===== src/lpm_consts.vh =====
// Constants for the low power mode controller: register offsets, field
// positions, reset values and state codes.
// Assumes inclusion by bare name from the design file.
`ifndef LPM_CONSTS_VH
`define LPM_CONSTS_VH

// ============================================================
// Register byte offsets
`define OFS_STANDBY_CTRL     12'h000
`define OFS_POWER_MODE       12'h004
`define OFS_CLK_SRC_STATUS   12'h008
`define OFS_OSC_DIV          12'h00c
`define OFS_MODULE_STOP      12'h010
`define OFS_WAKE_ENABLE      12'h014
`define OFS_STATUS           12'h018

// ============================================================
// Field positions and widths
`define STANDBY_SELECT_POS   0
`define CLOCK_SOURCE_POS     0
`define MODE_LSB             0
`define DIV_FAST_LSB         0
`define DIV_MID_LSB          4
`define DIV_MAIN_LSB         8
`define DIV_W                3
`define NUM_MODULES          16
`define NUM_IRQ              16

// ============================================================
// Reset values
`define RST_POWER_MODE       2'h3
`define RST_MODULE_STOP      16'hfffe
`define RST_OSC_DIV          12'h000
`define RST_WAKE_ENABLE      16'h0000

// ============================================================
// Power control mode encodings
`define PM_HIGH              2'h3
`define PM_MIDDLE            2'h2
`define PM_LOW               2'h1
`define PM_SUBOSC            2'h0

// ============================================================
// Low power states
`define ST_NORMAL            2'h0
`define ST_SLEEP             2'h1
`define ST_STANDBY           2'h2
`define ST_SNOOZE            2'h3

`endif


===== src/low_power_mode_control.v =====
// Low power mode controller: Sleep, Software Standby and Snooze sequencing,
// operating power control mode selection, oscillator dividers, module stops.
// Assumes one clock, a synchronous reset that stands for any reset source,
// and an AHB-Lite slave port with a single slave on the bus.
//
// Overview of operation
// - Sleep halts the CPU only; peripherals and clock sources keep running.
// - Snooze keeps the CPU halted; selected peripherals may request clocks.
// - Software Standby stops CPU, most peripherals and clock sources.
// - Wait-for-interrupt with standby select clear enters Sleep.
// - Wait-for-interrupt with standby select set enters Software Standby.
// - Snooze is entered only from Standby on a snooze request, select set.
// - Sleep ends on any interrupt or any reset.
// - Standby and Snooze end only on enabled wake interrupts, NMI or reset.
// - Interrupt wake resumes execution by servicing that interrupt.
// - Reset wake goes to reset state, not resumed execution.
// - With clock source bit 0, mode field 11/10/01 picks high/middle/low.
// - Clock source bit 1 forces subclock-speed mode regardless of field.
// - Selected power control mode applies in Normal, Sleep and Snooze.
// - Divider ratios selectable for fast, mid and main crystal oscillators.
// - Each peripheral module can be stopped independently.
// - Stop bit 0 starts a module, 1 stops it; stopped registers inaccessible.
`timescale 1ns/100ps
`include "lpm_consts.vh"

module low_power_mode_control
(
    input  wire        clock,                // System clock, 50 MHz.
    input  wire        srst,                 // Synchronous reset, any source.
    input  wire        clk_en,               // Clock enable, freezes state when low.
    input  wire        hsel,                 // AHB-Lite slave select.
    input  wire [11:0] haddr,                // AHB-Lite address.
    input  wire [1:0]  htrans,               // AHB-Lite transfer type.
    input  wire        hwrite,               // AHB-Lite write.
    input  wire [2:0]  hsize,                // AHB-Lite size.
    input  wire        hready,               // AHB-Lite bus ready.
    input  wire [31:0] hwdata,               // AHB-Lite write data.
    output wire [31:0] hrdata,               // AHB-Lite read data.
    output wire        hreadyout,            // AHB-Lite slave ready.
    output wire        hresp,                // AHB-Lite response, always OKAY.
    input  wire        wfi,                  // CPU executes wait-for-interrupt, pulse.
    input  wire        snooze_request,       // Snooze request trigger.
    input  wire [15:0] irq,                  // Interrupt requests, level.
    input  wire        nmi,                  // Non-maskable interrupt, level.
    input  wire        clock_source_state_bit, // Core clock on subclock when 1.
    output reg         cpu_halt,             // CPU halted.
    output reg         periph_clk_gate,      // Peripheral clocks gated off.
    output reg         osc_stop,             // Clock sources stopped.
    output reg         snooze_clk_allow,     // Selected peripherals may run clocks.
    output reg         wake_service,         // Pulse: service the waking interrupt.
    output reg         reset_req,            // Pulse: reset ended a low power state.
    output reg  [1:0]  power_ctrl_mode,      // Effective power control mode.
    output reg  [15:0] module_stop,          // Per-module stop, 1 = stopped.
    output reg  [2:0]  fast_osc_div,         // Divider for fast internal osc.
    output reg  [2:0]  mid_osc_div,          // Divider for mid internal osc.
    output reg  [2:0]  main_osc_div          // Divider for main crystal osc.
);

    // ============================================================
    // Registers
    reg         standby_select_bit;
    reg  [1:0]  operating_power_mode_reg;
    reg  [15:0] wake_enable;
    reg  [1:0]  state;
    reg  [1:0]  next_state;
    reg         ph_valid;
    reg         ph_write;
    reg  [11:0] ph_addr;
    reg  [31:0] rdata;

    wire        any_irq  = |irq;
    wire        take     = hsel & hready & htrans[1];
    wire [15:0] wake_hit;
    wire        wake_sel;
    genvar      g;

    // ============================================================
    // Wake source qualification
    // Each interrupt line is gated by its own enable bit before it may end
    // Software Standby or Snooze. Keeping one gate per line makes it easy to
    // give a line a different qualification later without touching the rest.
    // The non-maskable request bypasses the enables on purpose: software can
    // never lock the part in a deep state by clearing every enable bit.
    generate
        for (g = 0; g < `NUM_IRQ; g = g + 1)
        begin : g_wake
            assign wake_hit[g] = irq[g] & wake_enable[g];
        end
    endgenerate

    assign wake_sel = nmi | (|wake_hit);

    // True in any of the three low power states.
    function is_low_power;
        input [1:0] st;
        begin
            is_low_power = (st != `ST_NORMAL);
        end
    endfunction

    // Decode of the effective power control mode.
    function [1:0] eff_mode;
        input [1:0] field;
        input       subclk;
        begin
            if (subclk)
                eff_mode = `PM_SUBOSC;
            else if (field == 2'h0)
                eff_mode = `PM_LOW;
            else
                eff_mode = field;
        end
    endfunction

    // ============================================================
    // State machine
    // Sleep is left on any request because every clock still runs there and
    // the core can take the interrupt at once. Standby and Snooze listen only
    // to the qualified sources. A wake in Standby wins over a snooze request
    // arriving in the same cycle, so a pending interrupt is never delayed by
    // a detour through Snooze.
    always @*
    begin
        next_state = state;
        case (state)
            `ST_NORMAL:
            begin
                if (wfi && standby_select_bit)
                    next_state = `ST_STANDBY;
                else if (wfi)
                    next_state = `ST_SLEEP;
            end
            `ST_SLEEP:
            begin
                if (any_irq || nmi)
                    next_state = `ST_NORMAL;
            end
            `ST_STANDBY:
            begin
                if (wake_sel)
                    next_state = `ST_NORMAL;
                else if (snooze_request && standby_select_bit)
                    next_state = `ST_SNOOZE;
            end
            `ST_SNOOZE:
            begin
                if (wake_sel)
                    next_state = `ST_NORMAL;
            end
            default:
                next_state = `ST_NORMAL;
        endcase
    end

    // Any reset ends a low power state and returns the controller to Normal.
    always @(posedge clock)
    begin
        if (srst)
        begin
            state        <= `ST_NORMAL;
            wake_service <= 1'b0;
            // Flags for one cycle that a reset, not an interrupt, ended a low power state.
            reset_req    <= is_low_power(state);
        end
        else if (clk_en)
        begin
            state        <= next_state;
            wake_service <= is_low_power(state) && !is_low_power(next_state);
            reset_req    <= 1'b0;
        end
    end

    // Outputs are registered from next_state, so they drop on the same edge as the state leaves low power.
    always @(posedge clock)
    begin
        if (srst)
        begin
            cpu_halt         <= 1'b0;
            periph_clk_gate  <= 1'b0;
            osc_stop         <= 1'b0;
            snooze_clk_allow <= 1'b0;
            power_ctrl_mode  <= `PM_HIGH;
        end
        else if (clk_en)
        begin
            cpu_halt         <= is_low_power(next_state);
            periph_clk_gate  <= (next_state == `ST_STANDBY) ||
                                (next_state == `ST_SNOOZE);
            osc_stop         <= (next_state == `ST_STANDBY);
            snooze_clk_allow <= (next_state == `ST_SNOOZE);
            power_ctrl_mode  <= eff_mode(operating_power_mode_reg,
                                         clock_source_state_bit);
        end
    end

    // ============================================================
    // AHB-Lite slave, zero wait states
    // The slave never stretches a transfer, so the bus never waits on this
    // block even while the core is halted. Only the address phase is stored;
    // write data is taken from the bus in the following data phase.
    assign hreadyout = 1'b1;
    assign hresp     = 1'b0;
    assign hrdata    = rdata;

    always @(posedge clock)
    begin
        if (srst)
        begin
            ph_valid <= 1'b0;
            ph_write <= 1'b0;
            ph_addr  <= 12'h000;
        end
        else if (clk_en && hready)
        begin
            ph_valid <= take;
            ph_write <= hwrite;
            ph_addr  <= haddr;
        end
    end

    always @(posedge clock)
    begin
        if (srst)
        begin
            standby_select_bit       <= 1'b0;
            operating_power_mode_reg <= `RST_POWER_MODE;
            wake_enable              <= `RST_WAKE_ENABLE;
            module_stop              <= `RST_MODULE_STOP;
            fast_osc_div             <= 3'h0;
            mid_osc_div              <= 3'h0;
            main_osc_div             <= 3'h0;
        end
        else if (clk_en && ph_valid && ph_write)
        begin
            case (ph_addr)
                `OFS_STANDBY_CTRL:
                    standby_select_bit <= hwdata[`STANDBY_SELECT_POS];
                `OFS_POWER_MODE:
                    operating_power_mode_reg <= hwdata[1:0];
                `OFS_OSC_DIV:
                begin
                    fast_osc_div <= hwdata[`DIV_FAST_LSB +: `DIV_W];
                    mid_osc_div  <= hwdata[`DIV_MID_LSB +: `DIV_W];
                    main_osc_div <= hwdata[`DIV_MAIN_LSB +: `DIV_W];
                end
                `OFS_MODULE_STOP:
                    module_stop <= hwdata[15:0];
                `OFS_WAKE_ENABLE:
                    wake_enable <= hwdata[15:0];
                default:
                    standby_select_bit <= standby_select_bit;
            endcase
        end
    end

    // Read data is registered in the address phase so it stands in the data phase.
    always @(posedge clock)
    begin
        if (srst)
            rdata <= 32'h00000000;
        else if (clk_en && hready)
        begin
            rdata <= 32'h00000000;
            if (take && !hwrite)
            begin
                case (haddr)
                    `OFS_STANDBY_CTRL:
                        rdata <= {31'h00000000, standby_select_bit};
                    `OFS_POWER_MODE:
                        rdata <= {30'h00000000, operating_power_mode_reg};
                    `OFS_CLK_SRC_STATUS:
                        rdata <= {31'h00000000, clock_source_state_bit};
                    `OFS_OSC_DIV:
                        rdata <= {21'h000000, main_osc_div, 1'b0, mid_osc_div,
                                  1'b0, fast_osc_div};
                    `OFS_MODULE_STOP:
                        rdata <= {16'h0000, module_stop};
                    `OFS_WAKE_ENABLE:
                        rdata <= {16'h0000, wake_enable};
                    `OFS_STATUS:
                        rdata <= {28'h0000000, power_ctrl_mode, state};
                    default:
                        rdata <= 32'h00000000;
                endcase
            end
        end
    end

endmodule // low_power_mode_control


===== config.mk =====
export PLATFORM = sky130hd
export DESIGN_NAME = low_power_mode_control
export DESIGN_NICKNAME = d
export VERILOG_FILES = /design/src/low_power_mode_control.v
export VERILOG_INCLUDE_DIRS = /design/src /design/src/src
export SDC_FILE = /design/constraint.sdc
export NUM_CORES = 1
export LEC_CHECK = 0
export ABC_AREA = 0
export BUFFER_PORTS_ARGS = -buffer_cell sky130_fd_sc_hd__buf_2
export CELL_PAD_IN_SITES_DETAIL_PLACEMENT = 0
export CELL_PAD_IN_SITES_GLOBAL_PLACEMENT = 1
export CORE_AREA = 10 10 114 116
export DETAILED_ROUTE_END_ITERATION = 10
export DIE_AREA = 0 0 124 126
export HOLD_SLACK_MARGIN = 0.02
export PLACE_DENSITY = 0.86
export SLEW_MARGIN = 0
export SYNTH_ARGS = -nofsm -noshare
export SYNTH_HDL_FRONTEND = slang
export SYNTH_SLANG_ARGS = --single-unit

===== constraint.sdc =====
create_clock -name clock -period 2.35 [get_ports clock]
set_input_delay 0.47 -clock clock [delete_from_list [all_inputs] [get_ports clock]]
set_output_delay 0.47 -clock clock [all_outputs]
set_load 0.02 [all_outputs]

# Word-level counts from Yosys, hierarchy flattened
# Cells that the tools add are included.
[word_totals]
output_inout_bits = 67
input_bits = 75
wordCells = 91
regBits = 100
[op_classes]
eq_ne = 15
reduce_logical = 25
bitwise = 19
n_mux = 13
[ops]
columns = ["op", "n"]
rows = [
  ["$pmux W16 S7", 1],
  ["$eq A12 B5 Y1 const B", 5],
  ["$eq A12 B4 Y1 const B", 3],
  ["$reduce_or A16 Y1", 2],
  ["$eq A12 B3 Y1 const B", 2],
  ["$logic_not A12 Y1", 2],
  ["$and A1 B1 Y1", 18],
  ["$mux W16", 1],
  ["$mux W2", 8],
  ["$reduce_and A2 Y1", 5],
  ["$eq A2 B2 Y1 const B", 4],
  ["$pmux W2 S4", 1],
  ["$logic_and A1 B1 Y1", 7],
  ["$reduce_bool A2 Y1", 3],
  ["$logic_not A2 Y1", 2],
  ["$eq A2 B1 Y1 const B", 1],
  ["$logic_not A1 Y1", 2],
  ["$logic_or A1 B1 Y1", 2],
  ["$mux W1", 2],
  ["$or A1 B1 Y1", 1],
]

# Logic depth before layout (Yosys ltp)
# Gate-level depths: netlist of the first run.
[logic_depth]
depth_word = 8
mapped_depth = 7
mapped_depth_nobuf = 5

# Worst setup path after synthesis of the first run
# OpenSTA, ideal clock, no wires.
[synth_timing]
path_kind = "input-to-reg"
startpoint = "input port clk_en"
endpoint = "register module_stop[1]"
t_arrival_ps = 2016
path_buffers = 1
setup_slack_ps = 212
setup_time_ps = 122
required_time_ps = 2228
stages = 6
path_cell_list = "or4b_4 > or4b_4 > nor3b_2 > buf_6 > mux2i_1 > nand2_1"
[synth_between]
elab_chain_len = 3
[synth_lines]
columns = ["element", "line", "rtl"]
rows = [
  ["from (decl)", "low_power_mode_control.v:30", "input wire clk_en,"],
  ["$logic_and A1 B1 Y1 (2 in series)", "low_power_mode_control.v:233", "else if (clk_en && ph_valid && ph_write)"],
  ["$reduce_and A2 Y1 (no source line)", "--", ""],
  ["to (signal assigned)", "low_power_mode_control.v:228", "module_stop <= `RST_MODULE_STOP;"],
  ["to (signal assigned)", "low_power_mode_control.v:247", "module_stop <= hwdata[15:0];"],
  ["to (decl)", "low_power_mode_control.v:53", "output reg [15:0] module_stop,"],
]
# Every way passes these cells.
# A chain may end at the register's enable or synchronous reset.

# Worst setup path after layout of the first run
[layout_timing]
startpoint = "register ph_addr[9]"
endpoint = "register module_stop[3]"
[layout_between]
elab_chain_len = 2
[layout_lines]
columns = ["element", "line", "rtl"]
rows = [
  ["from (decl)", "low_power_mode_control.v:68", "reg [11:0] ph_addr;"],
  ["from (signal assigned)", "low_power_mode_control.v:217", "ph_addr <= haddr;"],
  ["$eq A12 B5 Y1", "low_power_mode_control.v:235", "case (ph_addr)"],
  ["$reduce_and A2 Y1 (no source line)", "--", ""],
]
# Every way passes these cells.

==> results of run 1 <==
==> power breakdown <==
part           leakage [nW]  switching (mW)  internal (mW)
clock network         0.119           0.511          0.639
logic                  1.18           0.160         0.0916
registers             0.683          0.0121           1.44
total                  1.98           0.683           2.17
==> area by class of cell <==
class	count	area, sq um	area share [%]
Tap cell	140	175	3.79
Timing Repair Buffer	118	653	14.1
Clock buffer	14	193	4.17
Sequential cell	84	1690	36.6
Clock inverter	2	38.8	0.839
Inverter	4	15.0	0.325
Multi-Input combinational cell	310	1860	40.2
==> per-stage QoR <==
step	hold WS, ns	power [mW]
floorplan	0.432	1.65
global placement	0.430	1.73
detailed placement	0.436	1.74
CTS	0.324	2.89
global route	0.322	2.98
finish	0.350	2.86
==> layer usage <==
metal	GRT usage, %	vias to the layer above
li1	-	1665
met1	17.2	1521
met2	23.4	96
met3	4.29	10
met4	4.88	0
met5	0	-
==> cells in the final DEF (no fill, tap or decap), types with 2 or more instances in the layout <==
master                      Yosys  routed
sky130_fd_sc_hd__nand3_1        7       7
sky130_fd_sc_hd__o21ai_1       18      18
sky130_fd_sc_hd__a21oi_1       23      23
sky130_fd_sc_hd__nand2_1       64      64
sky130_fd_sc_hd__buf_12         0       2
sky130_fd_sc_hd__and3_1         2       2
sky130_fd_sc_hd__a22oi_1        8       8
sky130_fd_sc_hd__mux2i_1       45      45
sky130_fd_sc_hd__or3_1          2       2
sky130_fd_sc_hd__or4b_4         2       2
sky130_fd_sc_hd__buf_4         19      13
sky130_fd_sc_hd__a211oi_1       2       2
sky130_fd_sc_hd__conb_1         2      18
sky130_fd_sc_hd__dfxtp_1       83      83
sky130_fd_sc_hd__nor2b_1        3       3
sky130_fd_sc_hd__buf_2          3     103
sky130_fd_sc_hd__o221ai_1       2       2
sky130_fd_sc_hd__nor4_1         5       5
sky130_fd_sc_hd__nor2_1        49      49
sky130_fd_sc_hd__clkbuf_8       0      14
sky130_fd_sc_hd__nor3_1        16      16
sky130_fd_sc_hd__a2bb2oi_1      6       6
sky130_fd_sc_hd__a21oi_2        8       8
sky130_fd_sc_hd__inv_1          3       3
sky130_fd_sc_hd__nand4_1        4       4
sky130_fd_sc_hd__mux2_2         2       2
==> how the worst max path moves through the flow <==
stage	from	to
final	ph_addr[9]	module_stop[3]
after global routing	ph_addr[9]	module_stop[1]
after CTS	ph_addr[9]	module_stop[3]
after detailed placement	clk_en	module_stop[3]
after global placement	clk_en	module_stop[2]
after floorplan	clk_en	module_stop[1]
==> cells by family after synthesis <==
family	Yosys count
other cells	2
simple gates	164
mux	49
buf+inv	45
flops	84
compound gates	79
==> reports/results.ini, run 1 <==
[synth]
synthesis.yosys.warnings=0
synthArstFlopShare_pct=0
synth_flop_cell=sky130_fd_sc_hd__dfxtp_1
yosys.area_share.adder_pct=0
ys_top_cells_by_area=sky130_fd_sc_hd__dfxtp_1, sky130_fd_sc_hd__mux2i_1, sky130_fd_sc_hd__nand2_1
syn-instance-count=423
yosys.area.top_type_share_pct=44.2
post_synth_most_frequent_cells=sky130_fd_sc_hd__dfxtp_1, sky130_fd_sc_hd__nand2_1, sky130_fd_sc_hd__nor2_1, sky130_fd_sc_hd__mux2i_1, sky130_fd_sc_hd__a21oi_1
netlist_area_sq_um=3760
synth_enable_flop_cells=1
synth.mux.area_fraction_pct=13.5
synth_xor_area_share_pct=0
combinational_family_with_the_most_area_after_synthesis=simple AND/OR/NAND/NOR gates
cell_type_with_the_largest_total_area_after_synthesis=sky130_fd_sc_hd__dfxtp_1
sequential_cell_area_fraction_in_the_yosys_report_pct=45.0
synthDistinctLibCells=54
most_frequent_cell_after_synthesis=sky130_fd_sc_hd__dfxtp_1
postSynthRegisterBits=84
synth-compound-area-share_pct=13.8
synthSimpleGateAreaFrac_pct=20.2
post_synth.cell_area_avg_sq_um=8.89

[cells_and_area]
number_of_fill_cells=1108
final_layout_size_suffix_gt1_share_pct=28.4
antenna_cells_inserted=0
stdcell_area_sq_um=4620
layout-area-overhead-vs-synth_pct=23.0
design.final.nets=602
final_util_pct=43.2
layoutNonFillerInstCount=672

[run_status]
outcome=finished, final reports clean

[global_routing]
vias_in_the_first_global_route=3283
global_route.overflow_total=0
gr-usage-all-layers_pct=14.3
grt_pass1_wl_mm=17.4
grt_antenna_before_repair=0
grt_max_degree=38

[cts]
clock_tree_from_tritoncts=built
cts.reportedPaths.clkPinSlew_ns=0.08
ctsHoldBuffers=0
tritoncts_num_sinks=84
postCtsSetupRepairBufs=0
htree_levels=3
root_buffer_cell=sky130_fd_sc_hd__clkbuf_8
ctsLongestPathBuffers=2
postCtsResizedCells=0
cts_made_buffers=9
insertion_delay_ns=0.36

[placement]
placed_cell_area_sq_um=4390
routabilityCongestion=0.802
dpl_worst_slack_ns=-0.0193
hpwl_mm=8.86
placed_cells_incl_taps=656
number_of_i_o_port_buffers=103

[sta]
finalWorstSetupSlack_ns=0.139
fmax_mhz=452
final_min_period_over_clock_period_pct=94.1
max_slew_margin_pct=35.7
timing.clock.skew_ns=0.0122
finalSetupTns_ns=0
rsz0062_at_grt=false
drv_slew=0
finalWorstPathRequiredPeriod_ns=2.21
slew_at_the_pin_closest_to_its_max_slew_limit_ns=0.961
timing_hold_violations_final=0
timing.final.setup_violations=0

[floorplan]
io_pins=142
site_rows=38
dieArea_sq_um=15600
die_outline_height_um=126
chipWidth_um=124
coreArea_sq_um=10700
initial_utilization_pct=35.1

[setup_path]
rr_endpoint=module_stop[3]
crit_path_top_delay_cell=sky130_fd_sc_hd__or4b_4
worst-setup-path-type=reg -> reg
critPathMaxFanout=4
max_stage_delay_ns=0.55
critical_path_depth=6
path_common_cell=sky130_fd_sc_hd__or4b_4
critical_path.top_delay_family=simple AND/OR/NAND/NOR gates
cp_data_required_time_ns=2.59
critical_path.endpoint_type=register
r2r_cells=6
cell_by_cell_listing_of_the_critical_path=or4b_4 -> or4b_4 -> nor3b_4 -> buf_4 -> mux2i_1 -> nand2_1
critPathBufInv=1
regToRegStartpoint=ph_addr[9]
cp.arrival_ns=2.45
worstSetupStartpointType=register
r2r_setup_slack_ns=0.14

[detailed_routing]
wl_met1_mm=4.67
remaining_drc_errors=0
via_per_inst=4.90
route.vias.total=3292
routedWlPerCell_um=16.6
drtAntennaViolNets=0
wl_met3_um=830
highest-signal-layer=met4
routed_wl_mm=11.2
detail_route.first_pass.iterations=4
first_iter_violations=134
met2_wirelength_mm=5.52

[hold_path]
worst_hold_path_endpoint=power_ctrl_mode[0]
hold_path_depth=2
worst_hold_startpoint=clock_source_state_bit
worst_hold_path_type=in -> reg

[power_and_ir_drop]
power-per-cell-area_nw_per_um2=618
peak_supply_drop_mv=0.320
leakage_nw=1.98

[flow_run]
number_of_max_capacitance_violations_reported=0

Power figures use the tool's default switching activity.
==> inputs of run 2 (changes only) <==
- CORE_AREA: 10 10 114 116 -> 10 10 123 125
- DIE_AREA: 0 0 124 126 -> 0 0 133 135
- PLACE_DENSITY: 0.86 -> 0.78
- clock period: 2.35 -> 1.9 ns (I/O delays scaled with it)
==> reports/results.ini, run 2 (synthesized netlist as in run 1, its figures left out) <==
[setup_path]
cell_by_cell_listing_of_the_critical_path=or4b_4 -> or4b_4 -> nor3b_4 -> buf_12 -> mux2i_2 -> nand2_1
regToRegStartpoint=ph_addr[9]
r2r_setup_slack_ns=-0.27  ; -0.41 ns
cp_data_required_time_ns=2.11  ; -0.48 ns
worstSetupStartpointType=register
critical_path_depth=6  ; unchanged
critPathMaxFanout=8  ; +4
worst-setup-path-type=reg -> reg
critPathBufInv=1  ; unchanged
critical_path.endpoint=module_stop[3]
crit_path_top_delay_cell=sky130_fd_sc_hd__or4b_4
cp.arrival_ns=2.39  ; -0.06 ns
timing.critical_path.from=ph_addr[9]
critical_path.endpoint_type=register
path_common_cell=sky130_fd_sc_hd__or4b_4
rr_endpoint=module_stop[3]
max_stage_delay_ns=0.54  ; about the same
r2r_cells=6  ; unchanged
critical_path.top_delay_family=simple AND/OR/NAND/NOR gates

[power_and_ir_drop]
peak_supply_drop_mv=0.352  ; +10%
total_power_mw=4.13  ; +45%
leakage_nw=2.13  ; +7.6%
power-per-cell-area_nw_per_um2=820  ; +33%

[sta]
max_slew_margin_pct=64.3  ; +29 points
fmax_mhz=460  ; +1.7%
timing.clock.skew_ns=0.00805  ; -0.00410 ns
timing.final.setup_violations=33  ; +33
slew_at_the_pin_closest_to_its_max_slew_limit_ns=0.535  ; -0.426 ns
drv_slew=0  ; unchanged
rsz0062_at_grt=true
finalWorstSetupSlack_ns=-0.275  ; -0.414 ns
timing_hold_violations_final=0  ; unchanged
finalSetupTns_ns=-6.24  ; -6.24 ns
finalWorstPathRequiredPeriod_ns=2.17  ; -0.0363 ns
final_min_period_over_clock_period_pct=114  ; +20 points

[cells_and_area]
final_common_cell=sky130_fd_sc_hd__buf_2
design.final.nets=618  ; +2.7%
layout-area-overhead-vs-synth_pct=34.0
final_cell_mix=sky130_fd_sc_hd__buf_2, sky130_fd_sc_hd__dfxtp_1, sky130_fd_sc_hd__nand2_1, sky130_fd_sc_hd__nor2_1, sky130_fd_sc_hd__mux2i_1
final_layout_size_suffix_gt1_share_pct=32.8  ; +4.5 points

[cts]
cts_made_buffers=9  ; unchanged
htree_levels=3  ; unchanged
tritoncts_num_sinks=84  ; unchanged
insertion_delay_ns=0.34  ; -0.02 ns
clock_tree_from_tritoncts=built
cts.reportedPaths.clkPinSlew_ns=0.06  ; -0.02 ns
root_buffer_cell=sky130_fd_sc_hd__clkbuf_16
ctsLongestPathBuffers=2  ; unchanged

[run_status]
failed_checks=setup timing
outcome=complete, but fails checks

[floorplan]
site_rows=41  ; +7.9%
coreArea_sq_um=12600  ; +17%
dieArea_sq_um=18000  ; +15%
die_outline_height_um=135  ; +7.1%
io_pins=142  ; unchanged
chipWidth_um=133  ; +7.3%
initial_utilization_pct=29.9  ; -5.2 points

[hold_path]
worst_hold_path_type=in -> reg

[detailed_routing]
via_per_inst=4.76  ; -2.9%
first_iter_violations=292  ; +120%
routedWlPerCell_um=17.4  ; +4.9%
route.vias.total=3439  ; +4.5%
routed_wl_mm=12.6  ; +13%
drtAntennaViolNets=0  ; unchanged
remaining_drc_errors=0  ; unchanged
detail_route.first_pass.iterations=4  ; unchanged

[global_routing]
groute.layer.met1.usage_pct=17.0  ; -0.16 points
global_route.usage.met3_pct=4.64  ; +0.35 points
grt_antenna_before_repair=2  ; +2
grt.busiest_layer=met2
groute.layer.met2.usage_pct=21.7  ; -1.7 points
grt_max_degree=43  ; +13%
gr-usage-all-layers_pct=13.7  ; -0.54 points
grt_pass1_wl_mm=19.4  ; +11%
vias_in_the_first_global_route=3490  ; +6.3%
global_route.overflow_total=0  ; unchanged

[placement]
number_of_i_o_port_buffers=103  ; unchanged
hpwl_mm=9.94  ; +12%
routabilityCongestion=0.869  ; +8.4%

[flow_run]
number_of_max_capacitance_violations_reported=0  ; unchanged

==> run 2: per-stage QoR <==
stage,cell area [sq um],setup slack [ns],cells,hold slack [ns],util (%)
after CTS,5010,-0.260,719,0.264,39.9
after global routing,5030,-0.366,720,0.279,40.0
after detailed placement,4610,-0.358,700,0.440,36.7
after floorplan,3870,-0.128,439,0.432,-
after global placement,4610,-0.336,700,0.433,36.7
final,5040,-0.275,723,0.276,40.1
==> run 2: how the worst min path moves through the flow <==
stage | from | to | slack, ns | depth (start not counted)
2_1_floorplan | ph_addr[8] | ph_addr[8] | 0.43 | 2
3_3_place_gp | periph_clk_gate | periph_clk_gate | 0.43 | 2
3_5_place_dp | hrdata[15] | hrdata[15] | 0.44 | 2
4_1_cts | clock_source_state_bit | power_ctrl_mode[0] | 0.26 | 2
5_1_grt | clock_source_state_bit | power_ctrl_mode[0] | 0.28 | 2
6_report | clock_source_state_bit | power_ctrl_mode[0] | 0.28 | 2
==> run 2: timing repair <==
| action | CTS | global route |
|---|---|---|
| resized for setup | 3 | 3 |
| cloned | 1 | 0 |
| hold buffers | 0 | 0 |
| hold endpoints to repair | 0 | 0 |
| setup buffers | 2 | 1 |
| pin swaps | 1 | 3 |
| endpoints found under the setup margin | 33 | 35 |
==> run 2: worst register-to-register path: cells and delay by family, from the launching register on <==
family,cells,cell delay [ns]
mux,1,0.21
simple gates,4,1.36
buf+inv,1,0.17
flops,1,0.31
==> run 2: layer usage <==
metal	share of wire, %	vias up
met1	44	1627
li1	-	1692
met2	47	106
met5	0	-
met3	7.9	14
met4	1.0	0
==> run 2: layout make-up <==
class                           count  area [sq um]
Antenna cell                        3          7.51
Clock buffer                       10           250
Clock inverter                      6          92.6
Fill cell                        1266          7530
Inverter                            4          15.0
Multi-Input combinational cell    310          1940
Sequential cell                    84          1690
Tap cell                          172           215
Timing Repair Buffer              134           831
==> run 2: power breakdown <==
part	switching, mW	leakage (nW)	internal (mW)	total [mW]
logic	0.210	1.28	0.127	0.337
registers	0.0165	0.683	1.79	1.80
clock network	0.750	0.166	1.24	1.99
